### config.mk
export PLATFORM = sky130hd
export DESIGN_NAME = ars_sequencer
export DESIGN_NICKNAME = d
export VERILOG_FILES = /design/src/ars_tick.v /design/src/ars_timer.v /design/src/ars_sequencer.v
export VERILOG_INCLUDE_DIRS = /design/src
export SDC_FILE = /design/constraint.sdc
export NUM_CORES = 1
export LEC_CHECK = 0
export ABC_AREA = 1
export CORE_MARGIN = 10
export CORE_UTILIZATION = 60
export DETAILED_ROUTE_END_ITERATION = 6
export DONT_BUFFER_PORTS = 1
export PLACE_DENSITY_LB_ADDON = 0.08
export SLEW_MARGIN = 20
export SYNTH_ARGS = -nofsm -noshare
export SYNTH_HDL_FRONTEND = slang
export SYNTH_SLANG_ARGS = --single-unit
### constraint.sdc
create_clock -name core_clk -period 9 [get_ports core_clk]
set_input_delay 1.8 -clock core_clk [delete_from_list [all_inputs] [get_ports core_clk]]
set_output_delay 1.8 -clock core_clk [all_outputs]
set_load 0.005 [all_outputs]
### src/ars_defs.vh
// constants for the agent release sequencer
`ifndef ARS_DEFS_VH
`define ARS_DEFS_VH
// pressure input configuration codes
`define ARS_PCFG_NO 2'h0
`define ARS_PCFG_NC 2'h1
`define ARS_PCFG_MECH 2'h2
`define ARS_PCFG_NONE 2'h3
// timing at 100 MHz
`define ARS_CLK_HZ 100000000
`define ARS_TICK_HZ 1000
`define ARS_TICK_DIV (`ARS_CLK_HZ / `ARS_TICK_HZ)
`define ARS_ILOCK_MS 10000
`define ARS_FLASH_MS 500
`define ARS_STATIONS 4
`endif

### src/ars_tick.v
// divider producing a one-cycle enable pulse every div cycles
module ars_tick #(
  parameter integer div = 100000
) (
  // clock and reset
  input wire core_clk,
  input wire rst,
  // enable out
  output reg tick
);
  reg [31:0] cnt;
  always @(posedge core_clk or posedge rst) begin
    if (rst) begin
      cnt <= 32'h0;
      tick <= 1'b0;
    end else if (cnt >= div - 1) begin
      cnt <= 32'h0;
      tick <= 1'b1;
    end else begin
      cnt <= cnt + 32'h1;
      tick <= 1'b0;
    end
  end
endmodule

### src/ars_timer.v
// millisecond down-counter: load, count on tick, done pulse at zero
module ars_timer #(
  parameter integer width = 16
) (
  // clock and reset
  input wire core_clk,
  input wire rst,
  // control
  input wire tick,
  input wire load,
  input wire clear,
  input wire [width-1:0] value,
  // status
  output reg running,
  output reg done
);
  reg [width-1:0] cnt;
  always @(posedge core_clk or posedge rst) begin
    if (rst) begin
      cnt <= {width{1'b0}};
      running <= 1'b0;
      done <= 1'b0;
    end else begin
      done <= 1'b0;
      if (clear) begin
        running <= 1'b0;
      end else if (load) begin
        cnt <= value;
        running <= 1'b1;
        // a zero load expires at once
        if (value == {width{1'b0}}) begin
          running <= 1'b0;
          done <= 1'b1;
        end
      end else if (running && tick) begin
        if (cnt <= {{(width-1){1'b0}}, 1'b1}) begin
          running <= 1'b0;
          done <= 1'b1;
        end else begin
          cnt <= cnt - {{(width-1){1'b0}}, 1'b1};
        end
      end
    end
  end
endmodule

### src/ars_sequencer.v
// agent release sequencer: modes, discharge sequences and outputs
`include "ars_defs.vh"

// How it works
// - station inhibit press toggles auto/manual mode
// - up to four local stations handled
// - pressure input configurable: NO, NC, mechanical, none
// - mechanical option: active input reports manual release
// - manual mode: inhibit lamp, inoperative, no auto
// - station buzzer sounds while inhibit held in manual mode
// - entering manual aborts an unfired auto sequence, stages off
// - manual discharge needs lock-off open and button
// - manual order: lamp, brigade, stage1, stage2, delay, fire
// - pressure active lights discharge, then gas fired
// - manual release accepted in auto; inhibit no abort
// - single zone: steady lamp, stages, delay, fire
// - dual zone first alarm: flash lamp, stage1
// - dual zone second alarm: steady, stages, delay
// - service switch isolates release, inoperative, no override
// - lock-off operated: lamp and inoperative output
// - any fault lights common fault and buzzer
// - listed faults also raise brigade signal
// - circuit or zone fault asserts inoperative
// - zone isolated: lamp and inoperative output
// - unexplained pressure: stages on, release lamps, gas
// - active pressure means released, inactive means full
// - mechanical release needs prior inactive pressure
// - interlock off: lamp, override after ten seconds
module ars_sequencer #(
  parameter integer stations = `ARS_STATIONS,
  parameter integer tick_div = `ARS_TICK_DIV,
  parameter integer ilock_ms = `ARS_ILOCK_MS,
  parameter integer flash_ms = `ARS_FLASH_MS
) (
  // clock and reset
  input wire core_clk,
  input wire rst,
  // local stations, one bit each
  input wire [stations-1:0] station_inhibit,
  input wire [stations-1:0] station_release,
  input wire [stations-1:0] station_fault,
  // host panel programming and commands
  input wire [1:0] pressure_cfg,
  input wire dual_zone,
  input wire delay_en,
  input wire [15:0] delay_ms,
  input wire panel_reset,
  // field inputs
  input wire [1:0] zone_alarm,
  input wire [1:0] zone_fault,
  input wire zone_isolated,
  input wire discharge_pressure_input,
  input wire interlock_on,
  input wire lockoff_operated,
  input wire service_switch,
  // monitor faults
  input wire pressure_mon_fault,
  input wire low_pressure_mon_fault,
  input wire lockoff_mon_fault,
  input wire circuit_fault,
  input wire stage1_fault,
  input wire stage2_fault,
  input wire interlock_fault,
  // outputs
  output reg manual_mode,
  output reg inhibit_lamp,
  output reg station_buzzer,
  output reg manual_lamp,
  output reg auto_lamp,
  output reg discharge_lamp,
  output reg lockoff_lamp,
  output reg zone_isolated_lamp,
  output reg interlock_lamp,
  output reg fault_lamp,
  output reg fault_buzzer,
  output reg brigade_alarm,
  output reg brigade_fault,
  output reg manual_release_event,
  output reg stage1,
  output reg stage2,
  output reg release_drive,
  output reg gas_fired,
  output reg system_inoperative
);
  // ----------------------------------------------------------------
  // states
  // ----------------------------------------------------------------
  localparam [5:0] st_idle = 6'h01;
  localparam [5:0] st_first = 6'h02;
  localparam [5:0] st_delay = 6'h04;
  localparam [5:0] st_ilock = 6'h08;
  localparam [5:0] st_fired = 6'h10;
  localparam [5:0] st_mech = 6'h20;

  reg [5:0] state;
  reg [5:0] next_state;
  reg seq_manual;
  reg [stations-1:0] inh_prev;
  reg press_prev;
  reg full_seen;
  reg flash;
  wire tick;
  wire dly_done;
  wire il_done;
  wire flash_done;
  wire flash_run;
  reg dly_load;
  reg il_load;

  // ----------------------------------------------------------------
  // time base and timers
  // ----------------------------------------------------------------
  ars_tick #(.div(tick_div)) u_tick (
    .core_clk(core_clk),
    .rst(rst),
    .tick(tick)
  );

  ars_timer #(.width(16)) u_delay (
    .core_clk(core_clk),
    .rst(rst),
    .tick(tick),
    .load(dly_load),
    .clear(panel_reset),
    .value(delay_en ? delay_ms : 16'h0000),
    .running(),
    .done(dly_done)
  );

  ars_timer #(.width(16)) u_ilock (
    .core_clk(core_clk),
    .rst(rst),
    .tick(tick),
    .load(il_load),
    .clear(panel_reset),
    .value(ilock_ms[15:0]),
    .running(),
    .done(il_done)
  );

  ars_timer #(.width(16)) u_flash (
    .core_clk(core_clk),
    .rst(rst),
    .tick(tick),
    .load(!flash_run),
    .clear(1'b0),
    .value(flash_ms[15:0]),
    .running(flash_run),
    .done(flash_done)
  );

  // ----------------------------------------------------------------
  // decoded inputs
  // ----------------------------------------------------------------
  // pressure input decode
  wire press_act = (pressure_cfg == `ARS_PCFG_NC) ?
    !discharge_pressure_input :
    (pressure_cfg == `ARS_PCFG_NONE) ? 1'b0 : discharge_pressure_input;
  // rising edge of any station inhibit
  wire inh_press = |(station_inhibit & ~inh_prev);
  wire next_mode = manual_mode ^ inh_press;
  // manual start: lock-off open, not in service
  wire man_req = |station_release && !lockoff_operated && !service_switch;
  wire any_alarm = |zone_alarm;
  wire both_alarm = &zone_alarm;
  // no automatic start in manual mode
  wire auto_ok = !next_mode && !service_switch;
  wire auto_go = auto_ok && (dual_zone ? both_alarm : any_alarm);
  // mechanical release only from a full cylinder
  wire mech_rise = press_act && !press_prev && full_seen;
  // pressure with no release fired by us
  wire unexplained = mech_rise && state != st_fired;

  // ----------------------------------------------------------------
  // sequence control
  // ----------------------------------------------------------------
  always @* begin
    next_state = state;
    dly_load = 1'b0;
    il_load = 1'b0;
    case (state)
      st_idle: begin
        if (man_req) begin
          next_state = st_delay;
          dly_load = 1'b1;
        end else if (auto_go) begin
          next_state = st_delay;
          dly_load = 1'b1;
        end else if (auto_ok && dual_zone && any_alarm) begin
          next_state = st_first;
        end
      end
      st_first: begin
        if (man_req || auto_go) begin
          next_state = st_delay;
          dly_load = 1'b1;
        end
      end
      st_delay: begin
        if (dly_done) begin
          next_state = st_ilock;
          il_load = 1'b1;
        end
      end
      st_ilock: begin
        // fire on interlock or override, never in service
        if ((interlock_on || il_done) && !service_switch) begin
          next_state = st_fired;
        end
      end
      st_fired: begin
        next_state = st_fired;
      end
      st_mech: begin
        next_state = st_mech;
      end
      default: begin
        next_state = st_idle;
      end
    endcase
    // inhibit aborts only an automatic sequence not yet fired
    if (inh_press && next_mode && !seq_manual &&
        (state == st_first || state == st_delay || state == st_ilock)) begin
      next_state = st_idle;
    end
    if (unexplained) begin
      next_state = st_mech;
    end
    if (panel_reset) begin
      next_state = st_idle;
    end
  end

  // ----------------------------------------------------------------
  // registers
  // ----------------------------------------------------------------
  wire any_fault = pressure_mon_fault | low_pressure_mon_fault |
    lockoff_mon_fault | circuit_fault | stage1_fault | stage2_fault |
    (|zone_fault) | interlock_fault | (|station_fault);
  wire brig_fault = pressure_mon_fault | low_pressure_mon_fault |
    lockoff_mon_fault | stage1_fault | stage2_fault | interlock_fault;
  wire run = next_state == st_delay || next_state == st_ilock ||
    next_state == st_fired || next_state == st_mech;

  always @(posedge core_clk or posedge rst) begin
    if (rst) begin
      state <= st_idle;
      seq_manual <= 1'b0;
      inh_prev <= {stations{1'b0}};
      press_prev <= 1'b0;
      full_seen <= 1'b0;
      flash <= 1'b0;
      manual_mode <= 1'b0;
      inhibit_lamp <= 1'b0;
      station_buzzer <= 1'b0;
      manual_lamp <= 1'b0;
      auto_lamp <= 1'b0;
      discharge_lamp <= 1'b0;
      lockoff_lamp <= 1'b0;
      zone_isolated_lamp <= 1'b0;
      interlock_lamp <= 1'b0;
      fault_lamp <= 1'b0;
      fault_buzzer <= 1'b0;
      brigade_alarm <= 1'b0;
      brigade_fault <= 1'b0;
      manual_release_event <= 1'b0;
      stage1 <= 1'b0;
      stage2 <= 1'b0;
      release_drive <= 1'b0;
      gas_fired <= 1'b0;
      system_inoperative <= 1'b0;
    end else begin
      state <= next_state;
      inh_prev <= station_inhibit;
      press_prev <= press_act;
      if (flash_done) begin
        flash <= !flash;
      end
      // full cylinder seen while pressure inactive
      if (!press_act) begin
        full_seen <= 1'b1;
      end else if (mech_rise) begin
        full_seen <= 1'b0;
      end
      manual_mode <= next_mode;
      inhibit_lamp <= next_mode;
      // buzzer while held in manual mode
      station_buzzer <= next_mode && |station_inhibit;
      if ((state == st_idle || state == st_first) && man_req) begin
        seq_manual <= 1'b1;
        manual_lamp <= 1'b1;
        brigade_alarm <= 1'b1;
      end
      if (next_state == st_first) begin
        auto_lamp <= flash;
      end else if (run && !seq_manual && !(state == st_idle && man_req)) begin
        auto_lamp <= 1'b1;
      end
      stage1 <= next_state != st_idle;
      stage2 <= run;
      release_drive <= next_state == st_fired && !service_switch;
      // interlock lamp while waiting on it
      interlock_lamp <= next_state == st_ilock && !interlock_on;
      if ((state == st_fired && press_act) || unexplained ||
          (state == st_fired && pressure_cfg == `ARS_PCFG_NONE)) begin
        discharge_lamp <= 1'b1;
      end
      if (discharge_lamp) begin
        gas_fired <= 1'b1;
      end
      // manual release report when mechanical selected
      manual_release_event <= unexplained &&
        pressure_cfg == `ARS_PCFG_MECH;
      if (unexplained && pressure_cfg == `ARS_PCFG_MECH) begin
        brigade_alarm <= 1'b1;
      end
      lockoff_lamp <= lockoff_operated;
      zone_isolated_lamp <= zone_isolated;
      fault_lamp <= any_fault;
      fault_buzzer <= any_fault;
      brigade_fault <= brig_fault;
      system_inoperative <= next_mode | service_switch | lockoff_operated |
        circuit_fault | (|zone_fault) | zone_isolated;
      // abort clears the auto lamp; reset also clears the latched indications
      if (next_state == st_idle) begin
        seq_manual <= 1'b0;
        auto_lamp <= 1'b0;
        if (panel_reset) begin
          manual_lamp <= 1'b0;
          brigade_alarm <= 1'b0;
          discharge_lamp <= 1'b0;
          gas_fired <= 1'b0;
        end
      end
    end
  end
endmodule

==> results of run 1 <==
[metal layers]
metal / up-vias / GRT usage
met5: - / 0
met4: 0 / 0.06483
met3: 14 / 0.05643
met2: 119 / 0.3163
met1: 2425 / 0.2243
li1: 2553 / -
[sequential cells by signal, summed over array words and instances (netlist names), 4 cells and up]
signal       flops
inh_prev         4
state            6
u_delay.cnt     16
u_flash.cnt     16
u_ilock.cnt     16
u_tick.cnt      32
[final timing paths]
check                                   startpoint                  to  slack [ns]  cells past startpoint
worst max-delay path            station_inhibit[1]     u_delay.cnt[14]        5.47                     15
max in group asynchronous                      rst  system_inoperative        6.49                      2
worst max register to register         inh_prev[0]     u_delay.cnt[14]        6.42                     14
worst min register to register        u_flash.done               flash        0.44                      1
worst min-delay path                  u_flash.done               flash        0.44                      1
min in group asynchronous                      rst     u_flash.cnt[10]        1.22                      1
[per-stage QoR]
stage               instance area, µm²  cells  setup WS [ns]
global placement                  6310    920          5.101
CTS                               6990    952          5.486
finish                            6990    952          5.466
floorplan                         6262    800          4.073
detailed placement                6310    920          5.011
global route                      6990    952          5.192
[power breakdown]
part	internal [µW]	switching (µW)
Sequential	603	70.2
Clock	542	230
Combinational	134	236
[synthesized netlist by cell type (5+ instances only)]
master,n
nor2_1,128
nor3_1,19
nor4_1,5
nand3_1,54
nand2_2,9
o21ai_0,54
ha_1,8
nand2_1,168
dfrtp_1,117
buf_6,6
xnor2_1,10
o21ai_2,6
nand4_1,15
a21oi_1,22
o31ai_1,6
inv_1,82
xor2_1,24
inv_2,6
buf_4,5
[area by class of cell]
type,count,area [µm²],share of cell area
clock inverter,8,190.2,0.02721
clock buffer,24,490.5,0.07016
inverter,88,332.8,0.04761
multi-input combinational,577,2845,0.4070
timing repair buffer,1,7.507,0.001074
tap,136,170.2,0.02434
sequential,118,2954,0.4226
[critical path, stage by stage]
cell and delay, ns:
inv_1 0.05, o22ai_1 0.07, nor2_1 0.08, o21ai_0 0.11, ha_1 0.35, inv_1 0.08
nor2_1 0.10, nand3_1 0.08, nand2_1 0.12, nand2_2 0.26, o21ai_2 0.14, nand2_2 0.26
inv_2 0.29, nand2_1 0.10, o21ai_2 0.06
[kinds of logic (layout without fill, tap and decap cells)]
group | count (synthesis) | count (layout) | share of synthesized area
simple gates | 417 | 417 | 0.2914
buf+inv | 105 | 121 | 0.07455
xor+xnor | 34 | 34 | 0.04795
fa+ha+maj | 8 | 8 | 0.01612
other cells | 1 | 15 | 0.0006039
flops | 118 | 118 | 0.4757
compound gates | 103 | 103 | 0.09370
==> impl_metrics.json, run 1 <==
{
  "cts_sinks": 118,
  "wl_per_cell_um": 14.25,
  "post_cts_resized": 0,
  "dieArea_um2": 14820,
  "cts_root_buffer": "clkbuf_8",
  "dr.first_iter.drc_count": 330,
  "synth_top_area_cell": "dfrtp_1",
  "ys_seq_elements": 118,
  "syn2layout_area_growth_pct": 12.57,
  "grt_pass1_vias": 4992,
  "period_share": 0.3927,
  "layout-drive-gt1-share": 0.08088,
  "syn_area_per_cell_um2": 7.900,
  "overflow": 0,
  "numPortBuffers": 0,
  "yosysSeqAreaShare": 0.4757,
  "required_ns": 9.45,
  "cts_hold_buffers": 0,
  "max_slew_margin": 0.4336,
  "crit_arrival_ns": 3.99,
  "ys_warn_count": 0,
  "synth-edff-count": 0,
  "ys.flop_type": "dfrtp_1",
  "cts_buffer_depth": 2,
  "crit_type": "in -> reg",
  "h-tree-depth": 4,
  "mostFrequentLayoutCells": "nand2_1 (168), nor2_1 (128), dfrtp_1 (117), inv_1 (81)",
  "gr-usage-all-layers": 0.1878,
  "vdd_drop_max_mv": 0.1921,
  "yosysTopAreaCellShare": 0.4715,
  "critPathLaunchType": "input port",
  "initial_core_util": 0.6097,
  "die_w_um": 121.7,
  "top_layer_used": "met4",
  "layout.nets": 862,
  "wl_met2_um": 6701,
  "setup_viol": 0,
  "cap_violations": 0,
  "hold_violations": 0,
  "vias_per_cell": 5.369,
  "grt_pass1_wl_um": 22810,
  "route.detailed.drc": 0,
  "dr_wl_met3_um": 835,
  "max_freq_mhz": 282.9,
  "die_y_um": 121.7,
  "rsz0062_at_grt": "false",
  "grt_start_max_net_pins": 68,
  "cts_buffers": 17,
  "wl_met1_um": 5892,
  "slew_viol_final": 0,
  "first_pass_iters": 5,
  "final_antenna_net_count": 0,
  "diodes": 0,
  "yosysUniqueCellTypes": 43,
  "path_clk_slew_ns": 0.06,
  "gp_congestion": 0.8888,
  "vias": 5111,
  "cts_tree": "yes",
  "antenna_found_initial": 0,
  "coreArea_um2": 10180,
  "fillers": 845,
  "synth_area_um2": 6210,
  "min_period_ns": 3.534,
  "synth_cells": 786,
  "p_total_uw": 1814,
  "finalSetupTns_ns": 0,
  "synthTopCellsByArea": "dfrtp_1 (47%), nand2_1 (10%), nor2_1 (7.7%)",
  "post_cts_buffers": 0,
  "ioPinCount": 70,
  "powerDensity_nw_per_um2": 259.5,
  "tightest_slew_ns": 0.8496,
  "mostFrequentLayoutCell": "nand2_1",
  "p_leak_uw": 0.003384,
  "outcome": "finished, final reports clean",
  "rows": 37,
  "cp_max_fo": 22,
  "async_reset_ff_frac": 1.000,
  "cp-end-kind": "flip-flop",
  "drt-total-wl_um": 13570,
  "hp-class": "reg -> reg",
  "finalCoreUtilization": 0.6864,
  "insertion_delay_ns": 0.52,
  "fin_skew_ns": 0.009554,
  "hold-worst-slack_ns": 0.4405,
  "dp_hpwl_um": 9477
}
(Power assumes the default switching activity.)
==> inputs of run 2 (changes only) <==
--- a/config.mk
+++ b/config.mk
@@ -8,7 +8,7 @@
 export LEC_CHECK = 0
 export ABC_AREA = 1
 export CORE_MARGIN = 10
-export CORE_UTILIZATION = 60
+export CORE_UTILIZATION = 58
 export DETAILED_ROUTE_END_ITERATION = 6
 export DONT_BUFFER_PORTS = 1
 export PLACE_DENSITY_LB_ADDON = 0.08
==> constraint.sdc (replaced) <==
create_clock -name core_clk -period 2.9 [get_ports core_clk]
set_input_delay 0.58 -clock core_clk [delete_from_list [all_inputs] [get_ports core_clk]]
set_output_delay 0.58 -clock core_clk [all_outputs]
set_load 0.005 [all_outputs]
==> impl_metrics.json, run 2 (synthesis results as in run 1) <==
{
  "outcome": "finished, final reports clean",
  "mostFrequentLayoutCells": "nand2_1 (168), nor2_1 (128), dfrtp_1 (117), inv_1 (81)",
  "cts_tree": "yes",
  "cp-end-kind": "flip-flop",
  "post_cts_buffers": 0,
  "reg2reg_depth": 14,
  "crit_type": "reg -> reg",
  "r2r-end": "u_delay.running",
  "cts_buffer_depth": 2,
  "first_pass_iters": 5,
  "route.detailed.drc": 0,
  "finalCoreUtilization": 0.6746,
  "cts_buffers": 17,
  "grt_pass1_wl_um": 23280,
  "p_int_uw": 3835,
  "cp.buffers_inverters": 3,
  "cap_violations": 0,
  "cp_num_cells": 14,
  "cts_hold_buffers": 0,
  "rsz0062_at_grt": "false",
  "dr.first_iter.drc_count": 473,
  "vias": 5119,
  "top_usage_layer": "met2",
  "vias_per_cell": 5.355,
  "met3_usage": 0.05287,
  "required_ns": 3.34,
  "clockPowerShare": 0.408,
  "final_antenna_net_count": 0,
  "numPortBuffers": 0,
  "finalSetupTns_ns": 0,
  "ioPinCount": 70,
  "grt_start_max_net_pins": 70,
  "vdd_drop_max_mv": 0.7539,
  "hold-worst-slack_ns": 0.03531,
  "h-tree-depth": 4,
  "die_y_um": 123.5,
  "powerDensity_nw_per_um2": 784.2,
  "p_sw_frac": 0.3009,
  "p_comb_frac": 0.212,
  "wl_per_cell_um": 14.19,
  "slew_viol_final": 0,
  "crit_start": "inh_prev[0]",
  "max_slew_margin": 0.5250,
  "dieArea_um2": 15240,
  "antenna_found_initial": 0,
  "mostFrequentLayoutCell": "nand2_1",
  "reg2reg_from": "inh_prev[0]",
  "coreArea_um2": 10370,
  "endpoint": "u_delay.running",
  "syn2layout_area_growth_pct": 12.65,
  "use_met2": 0.3089,
  "path_clk_slew_ns": 0.06,
  "post-place-cells": 925,
  "period_share": 0.7699,
  "die_w_um": 123.5,
  "diodes": 0,
  "crit_path_top_delay_cell": "dfrtp_1",
  "cts_root_buffer": "clkbuf_8",
  "hp-class": "in -> async",
  "insertion_delay_ns": 0.52,
  "largest_reg_flops": 32,
  "cp_max_fo": 21,
  "fin_skew_ns": 0.006434,
  "drt-total-wl_um": 13570,
  "max_freq_mhz": 447.9,
  "multi_input_area_um2": 2845,
  "slowest_delay_ns": 0.36,
  "p_leak_uw": 0.003390,
  "overflow": 0,
  "path_cells": "o22ai_1 > nor2_1 > o21ai_0 > ha_1 > inv_1 > nor2_1 > nand3_1 > nand2_1 > nand2_2 > buf_4 > inv_2 > a21oi_1 > nand2_1 > a21oi_1",
  "initial_core_util": 0.5988,
  "r2r_setup_slack_ns": 0.67,
  "fillers": 861,
  "cts_sinks": 118,
  "top_register": "u_tick.cnt",
  "p_total_uw": 5486,
  "grt_util_met1": 0.2353,
  "post_cts_resized": 0,
  "dp_hpwl_um": 9827,
  "layout-drive-gt1-share": 0.08659,
  "cp_top_family": "compound AO/OA/AOI/OAI gates",
  "rows": 37,
  "regArea_um2": 2954,
  "min_period_ns": 2.233,
  "power_frac_seq": 0.380,
  "setup_viol": 0,
  "grt_pass1_vias": 5034,
  "p_sw_uw": 1651,
  "gr-usage-all-layers": 0.1889,
  "hold_violations": 0,
  "layout.nets": 867,
  "tightest_slew_ns": 0.7110,
  "gp_congestion": 0.8976,
  "crit_arrival_ns": 2.68,
  "stdcell_count": 956,
  "critPathLaunchType": "flip-flop"
}
==> run 2: final cells by class <==
class / count / share of cell area
Sequential cell: 118 / 0.4223
Multi-Input combinational cell: 577 / 0.4067
Clock buffer: 21 / 0.06564
Inverter: 88 / 0.04776
Clock inverter: 10 / 0.02504
Tap cell: 136 / 0.02432
Timing Repair Buffer: 6 / 0.008228
==> run 2: worst min-delay path by stage <==
stage	startpoint	to	slack (ns)	depth (start not counted)
after floorplan	u_flash.done	flash	0.42	1
final	rst	u_delay.cnt[3]	0.04	1
after global placement	u_flash.done	flash	0.43	1
after detailed placement	u_flash.done	flash	0.44	1
after global routing	station_inhibit[0]	inh_prev[0]	0.06	0
after CTS	rst	u_flash.cnt[10]	0.04	1
==> run 2: power by group through the flow <==
stage	clock, µW	combinational, µW	sequential, µW
2_1_floorplan	0	978	2040
3_3_place_gp	0	1110	2100
3_5_place_dp	0	1140	2110
4_1_cts	2270	1160	2080
5_1_grt	2360	1360	2120
6_report	2240	1160	2080
==> run 2: through the flow <==
step | cell area, µm² | setup WS [ns]
after floorplan | 6266 | 0.7875
after global placement | 6361 | 0.4938
after global routing | 6995 | 0.4376
after detailed placement | 6361 | 0.3936
after CTS | 6995 | 0.6637
final | 6995 | 0.6673
==> run 2: routing by layer <==
metal | share of wire | vias to the layer above
met1 | 0.44 | 2417
met2 | 0.49 | 115
li1 | - | 2567
met4 | 0.014 | 0
met5 | 0 | -
met3 | 0.063 | 20
==> inputs of run 3 (changes only) <==
--- a/config.mk
+++ b/config.mk
@@ -6,9 +6,9 @@
 export SDC_FILE = /design/constraint.sdc
 export NUM_CORES = 1
 export LEC_CHECK = 0
-export ABC_AREA = 1
+export ABC_AREA = 0
 export CORE_MARGIN = 10
-export CORE_UTILIZATION = 58
+export CORE_UTILIZATION = 60
 export DETAILED_ROUTE_END_ITERATION = 6
 export DONT_BUFFER_PORTS = 1
 export PLACE_DENSITY_LB_ADDON = 0.08
==> constraint.sdc (replaced) <==
create_clock -name core_clk -period 2.2 [get_ports core_clk]
set_input_delay 0.44 -clock core_clk [delete_from_list [all_inputs] [get_ports core_clk]]
set_output_delay 0.44 -clock core_clk [all_outputs]
set_load 0.005 [all_outputs]
==> impl_metrics.json, run 3 <==
{
  "power_frac_seq": 0.349,
  "path_cells": "or4_4 > buf_4 > nand2b_2 > o211ai_1 > nor3_4 > nor3_1 > o21bai_1",
  "gp_congestion": 0.9250,
  "p_total_uw": 8071,
  "syn2layout_area_growth_pct": 32.82,
  "grt_start_max_net_pins": 57,
  "vias_per_cell": 6.213,
  "synth-edff-count": 0,
  "async_reset_ff_frac": 1.000,
  "final_antenna_net_count": 0,
  "p_sw_frac": 0.3252,
  "synth_top_area_cell": "dfrtp_1",
  "die_y_um": 118.2,
  "fin_skew_ns": 0.008530,
  "coreArea_um2": 9328,
  "mostFrequentLayoutCells": "dfrtp_1 (117), nor2_1 (71), buf_4 (66), nand2_1 (37), inv_1 (27)",
  "cts_buffers": 17,
  "slew_viol_final": 0,
  "synth-compound-area-share": 0.1426,
  "synth_fa_ha_area_frac": 0.02077,
  "dieArea_um2": 13970,
  "cts_sinks": 118,
  "route.detailed.drc": 0,
  "mostFrequentLayoutCell": "dfrtp_1",
  "yosys-mux-area-fraction": 0.001947,
  "rows": 35,
  "drt-total-wl_um": 16210,
  "numPortBuffers": 0,
  "rsz0062_at_grt": "true",
  "required_ns": 2.64,
  "synth_cells": 596,
  "diodes": 0,
  "insertion_delay_ns": 0.52,
  "outcome": "finished, violations left",
  "r2r-end": "stage2",
  "cts_root_buffer": "clkbuf_8",
  "dr.first_iter.drc_count": 791,
  "cp_num_cells": 7,
  "cts_buffer_depth": 2,
  "vdd_drop_max_mv": 0.6359,
  "ys_seq_elements": 118,
  "tightest_slew_ns": 0.5735,
  "hp-class": "in -> reg",
  "crit_path_top_delay_cell": "or4_4",
  "reg2reg_from": "state[2]",
  "p_comb_frac": 0.318,
  "regArea_um2": 2954,
  "finalCoreUtilization": 0.8235,
  "setup_viol": 2,
  "worst_slack_ns": -0.09517,
  "synthTopCellsByArea": "dfrtp_1 (51%), nor2_1 (4.8%), xor2_1 (4.1%)",
  "yosysTopAreaCellShare": 0.5063,
  "crit_type": "reg -> reg",
  "synth_top_family_by_area": "simple AND/OR/NAND/NOR gates",
  "top_register": "u_tick.cnt",
  "p_int_uw": 5446,
  "violations": "setup timing",
  "finalSetupTns_ns": -0.1860,
  "cts_tree": "yes",
  "yosysUniqueCellTypes": 63,
  "dp_hpwl_um": 9714,
  "p_sw_uw": 2625,
  "max_freq_mhz": 435.7,
  "antenna_found_initial": 0,
  "largest_reg_flops": 32,
  "clockPowerShare": 0.333,
  "die_w_um": 118.2,
  "p_leak_uw": 0.003341,
  "cp-end-kind": "flip-flop",
  "powerDensity_nw_per_um2": 1051,
  "yosys.area_share.simple": 0.2233,
  "critPathLaunchType": "flip-flop",
  "r2r_setup_slack_ns": -0.1,
  "overflow": 0,
  "hold_violations": 0,
  "first_pass_iters": 5,
  "cp_top_family": "simple AND/OR/NAND/NOR gates",
  "crit_arrival_ns": 2.74,
  "syn_area_per_cell_um2": 9.703,
  "ys.flop_type": "dfrtp_1",
  "grt_pass1_wl_um": 24380,
  "max_slew_margin": 0.6169,
  "synth_area_um2": 5783,
  "grt_pass1_vias": 5169,
  "cp.buffers_inverters": 1,
  "cp_max_fo": 5,
  "multi_input_area_um2": 3047,
  "fillers": 528,
  "post-synth-top-count-cell": "dfrtp_1",
  "wl_per_cell_um": 19.32,
  "yosysSeqAreaShare": 0.5108,
  "layout-drive-gt1-share": 0.2535,
  "cap_violations": 0,
  "synth_common_cells": "dfrtp_1 (117), nor2_1 (74), nand2_1 (39), inv_1 (31)",
  "slowest_delay_ns": 0.55,
  "period_share": 1.043,
  "h-tree-depth": 4,
  "synthXorXnorAreaFrac": 0.06058,
  "min_period_ns": 2.295,
  "initial_core_util": 0.6200,
  "ioPinCount": 70,
  "reg2reg_depth": 7,
  "vias": 5213,
  "endpoint": "stage2",
  "layout.nets": 756,
  "gr-usage-all-layers": 0.2090,
  "ys_warn_count": 0,
  "path_clk_slew_ns": 0.06,
  "crit_start": "state[2]"
}
run 3: cell families (layout without fill, tap and decap cells):
logic type	count (synthesis)	count (layout)
other	1	15
muxes	1	1
buffers and inverters	55	154
DFF	118	118
adders and majority gates	10	10
xor gates and xnor gates	40	40
and+or+nand+nor	251	252
AOI/OAI and AO/OA	120	120
run 3: through the flow:
| stage | hold slack, ns | instances | setup WS, ns | cell area, µm² |
|---|---|---|---|---|
| after floorplan | 0.4166 | 610 | -0.1485 | 5914 |
| after global placement | 0.3864 | 779 | -0.1232 | 6470 |
| after detailed placement | 0.4008 | 779 | -0.1857 | 6470 |
| after CTS | -0.03197 | 827 | -0.005663 | 7268 |
| after global routing | 0.006943 | 839 | -0.1863 | 7681 |
| final | 0.02439 | 839 | -0.09517 | 7681 |
run 3: layer usage:
metal  vias up  global-route usage  wire length, µm
met5         -                   0                0
met4         0             0.09505              422
met3        55             0.05521             1329
met2       285              0.3554             8220
met1      2533              0.2417             6237
li1       2340                   -                -
run 3: what timing repair did:
action,in CTS,in global routing
endpoints found under the setup margin,16,54
hold endpoints to repair,36,5
setup buffers,5,7
resized for setup,17,61
gates cloned,0,4
pin swaps,6,40
hold buffers,11,1
run 3: cell type report:
class	instances	area share
timing repair buffer	91	0.1062
clock buffer	21	0.05978
inverter	31	0.01564
tap	129	0.02101
sequential	118	0.3846
clock inverter	11	0.01613
multi-input combinational	438	0.3966
run 3: how the worst min path moves through the flow:
stage                       from         endpoint  slack, ns  depth (start not counted)
floorplan           u_flash.done            flash       0.42                          1
global placement             rst    u_tick.cnt[1]       0.39                          1
detailed placement           rst    u_tick.cnt[1]       0.40                          1
CTS                  panel_reset   discharge_lamp      -0.03                          1
global route         panel_reset  u_delay.cnt[11]      0.007                          1
finish               panel_reset           stage2       0.02                          1
run 3: power groups by stage:
stage | sequential [µW] | combinational [µW] | clock (µW)
after global placement | 2770 | 1890 | 0
after detailed placement | 2790 | 1960 | 0
after global routing | 2840 | 2760 | 2820
after floorplan | 2790 | 1190 | 0
final | 2810 | 2570 | 2690
after CTS | 2760 | 2100 | 2720
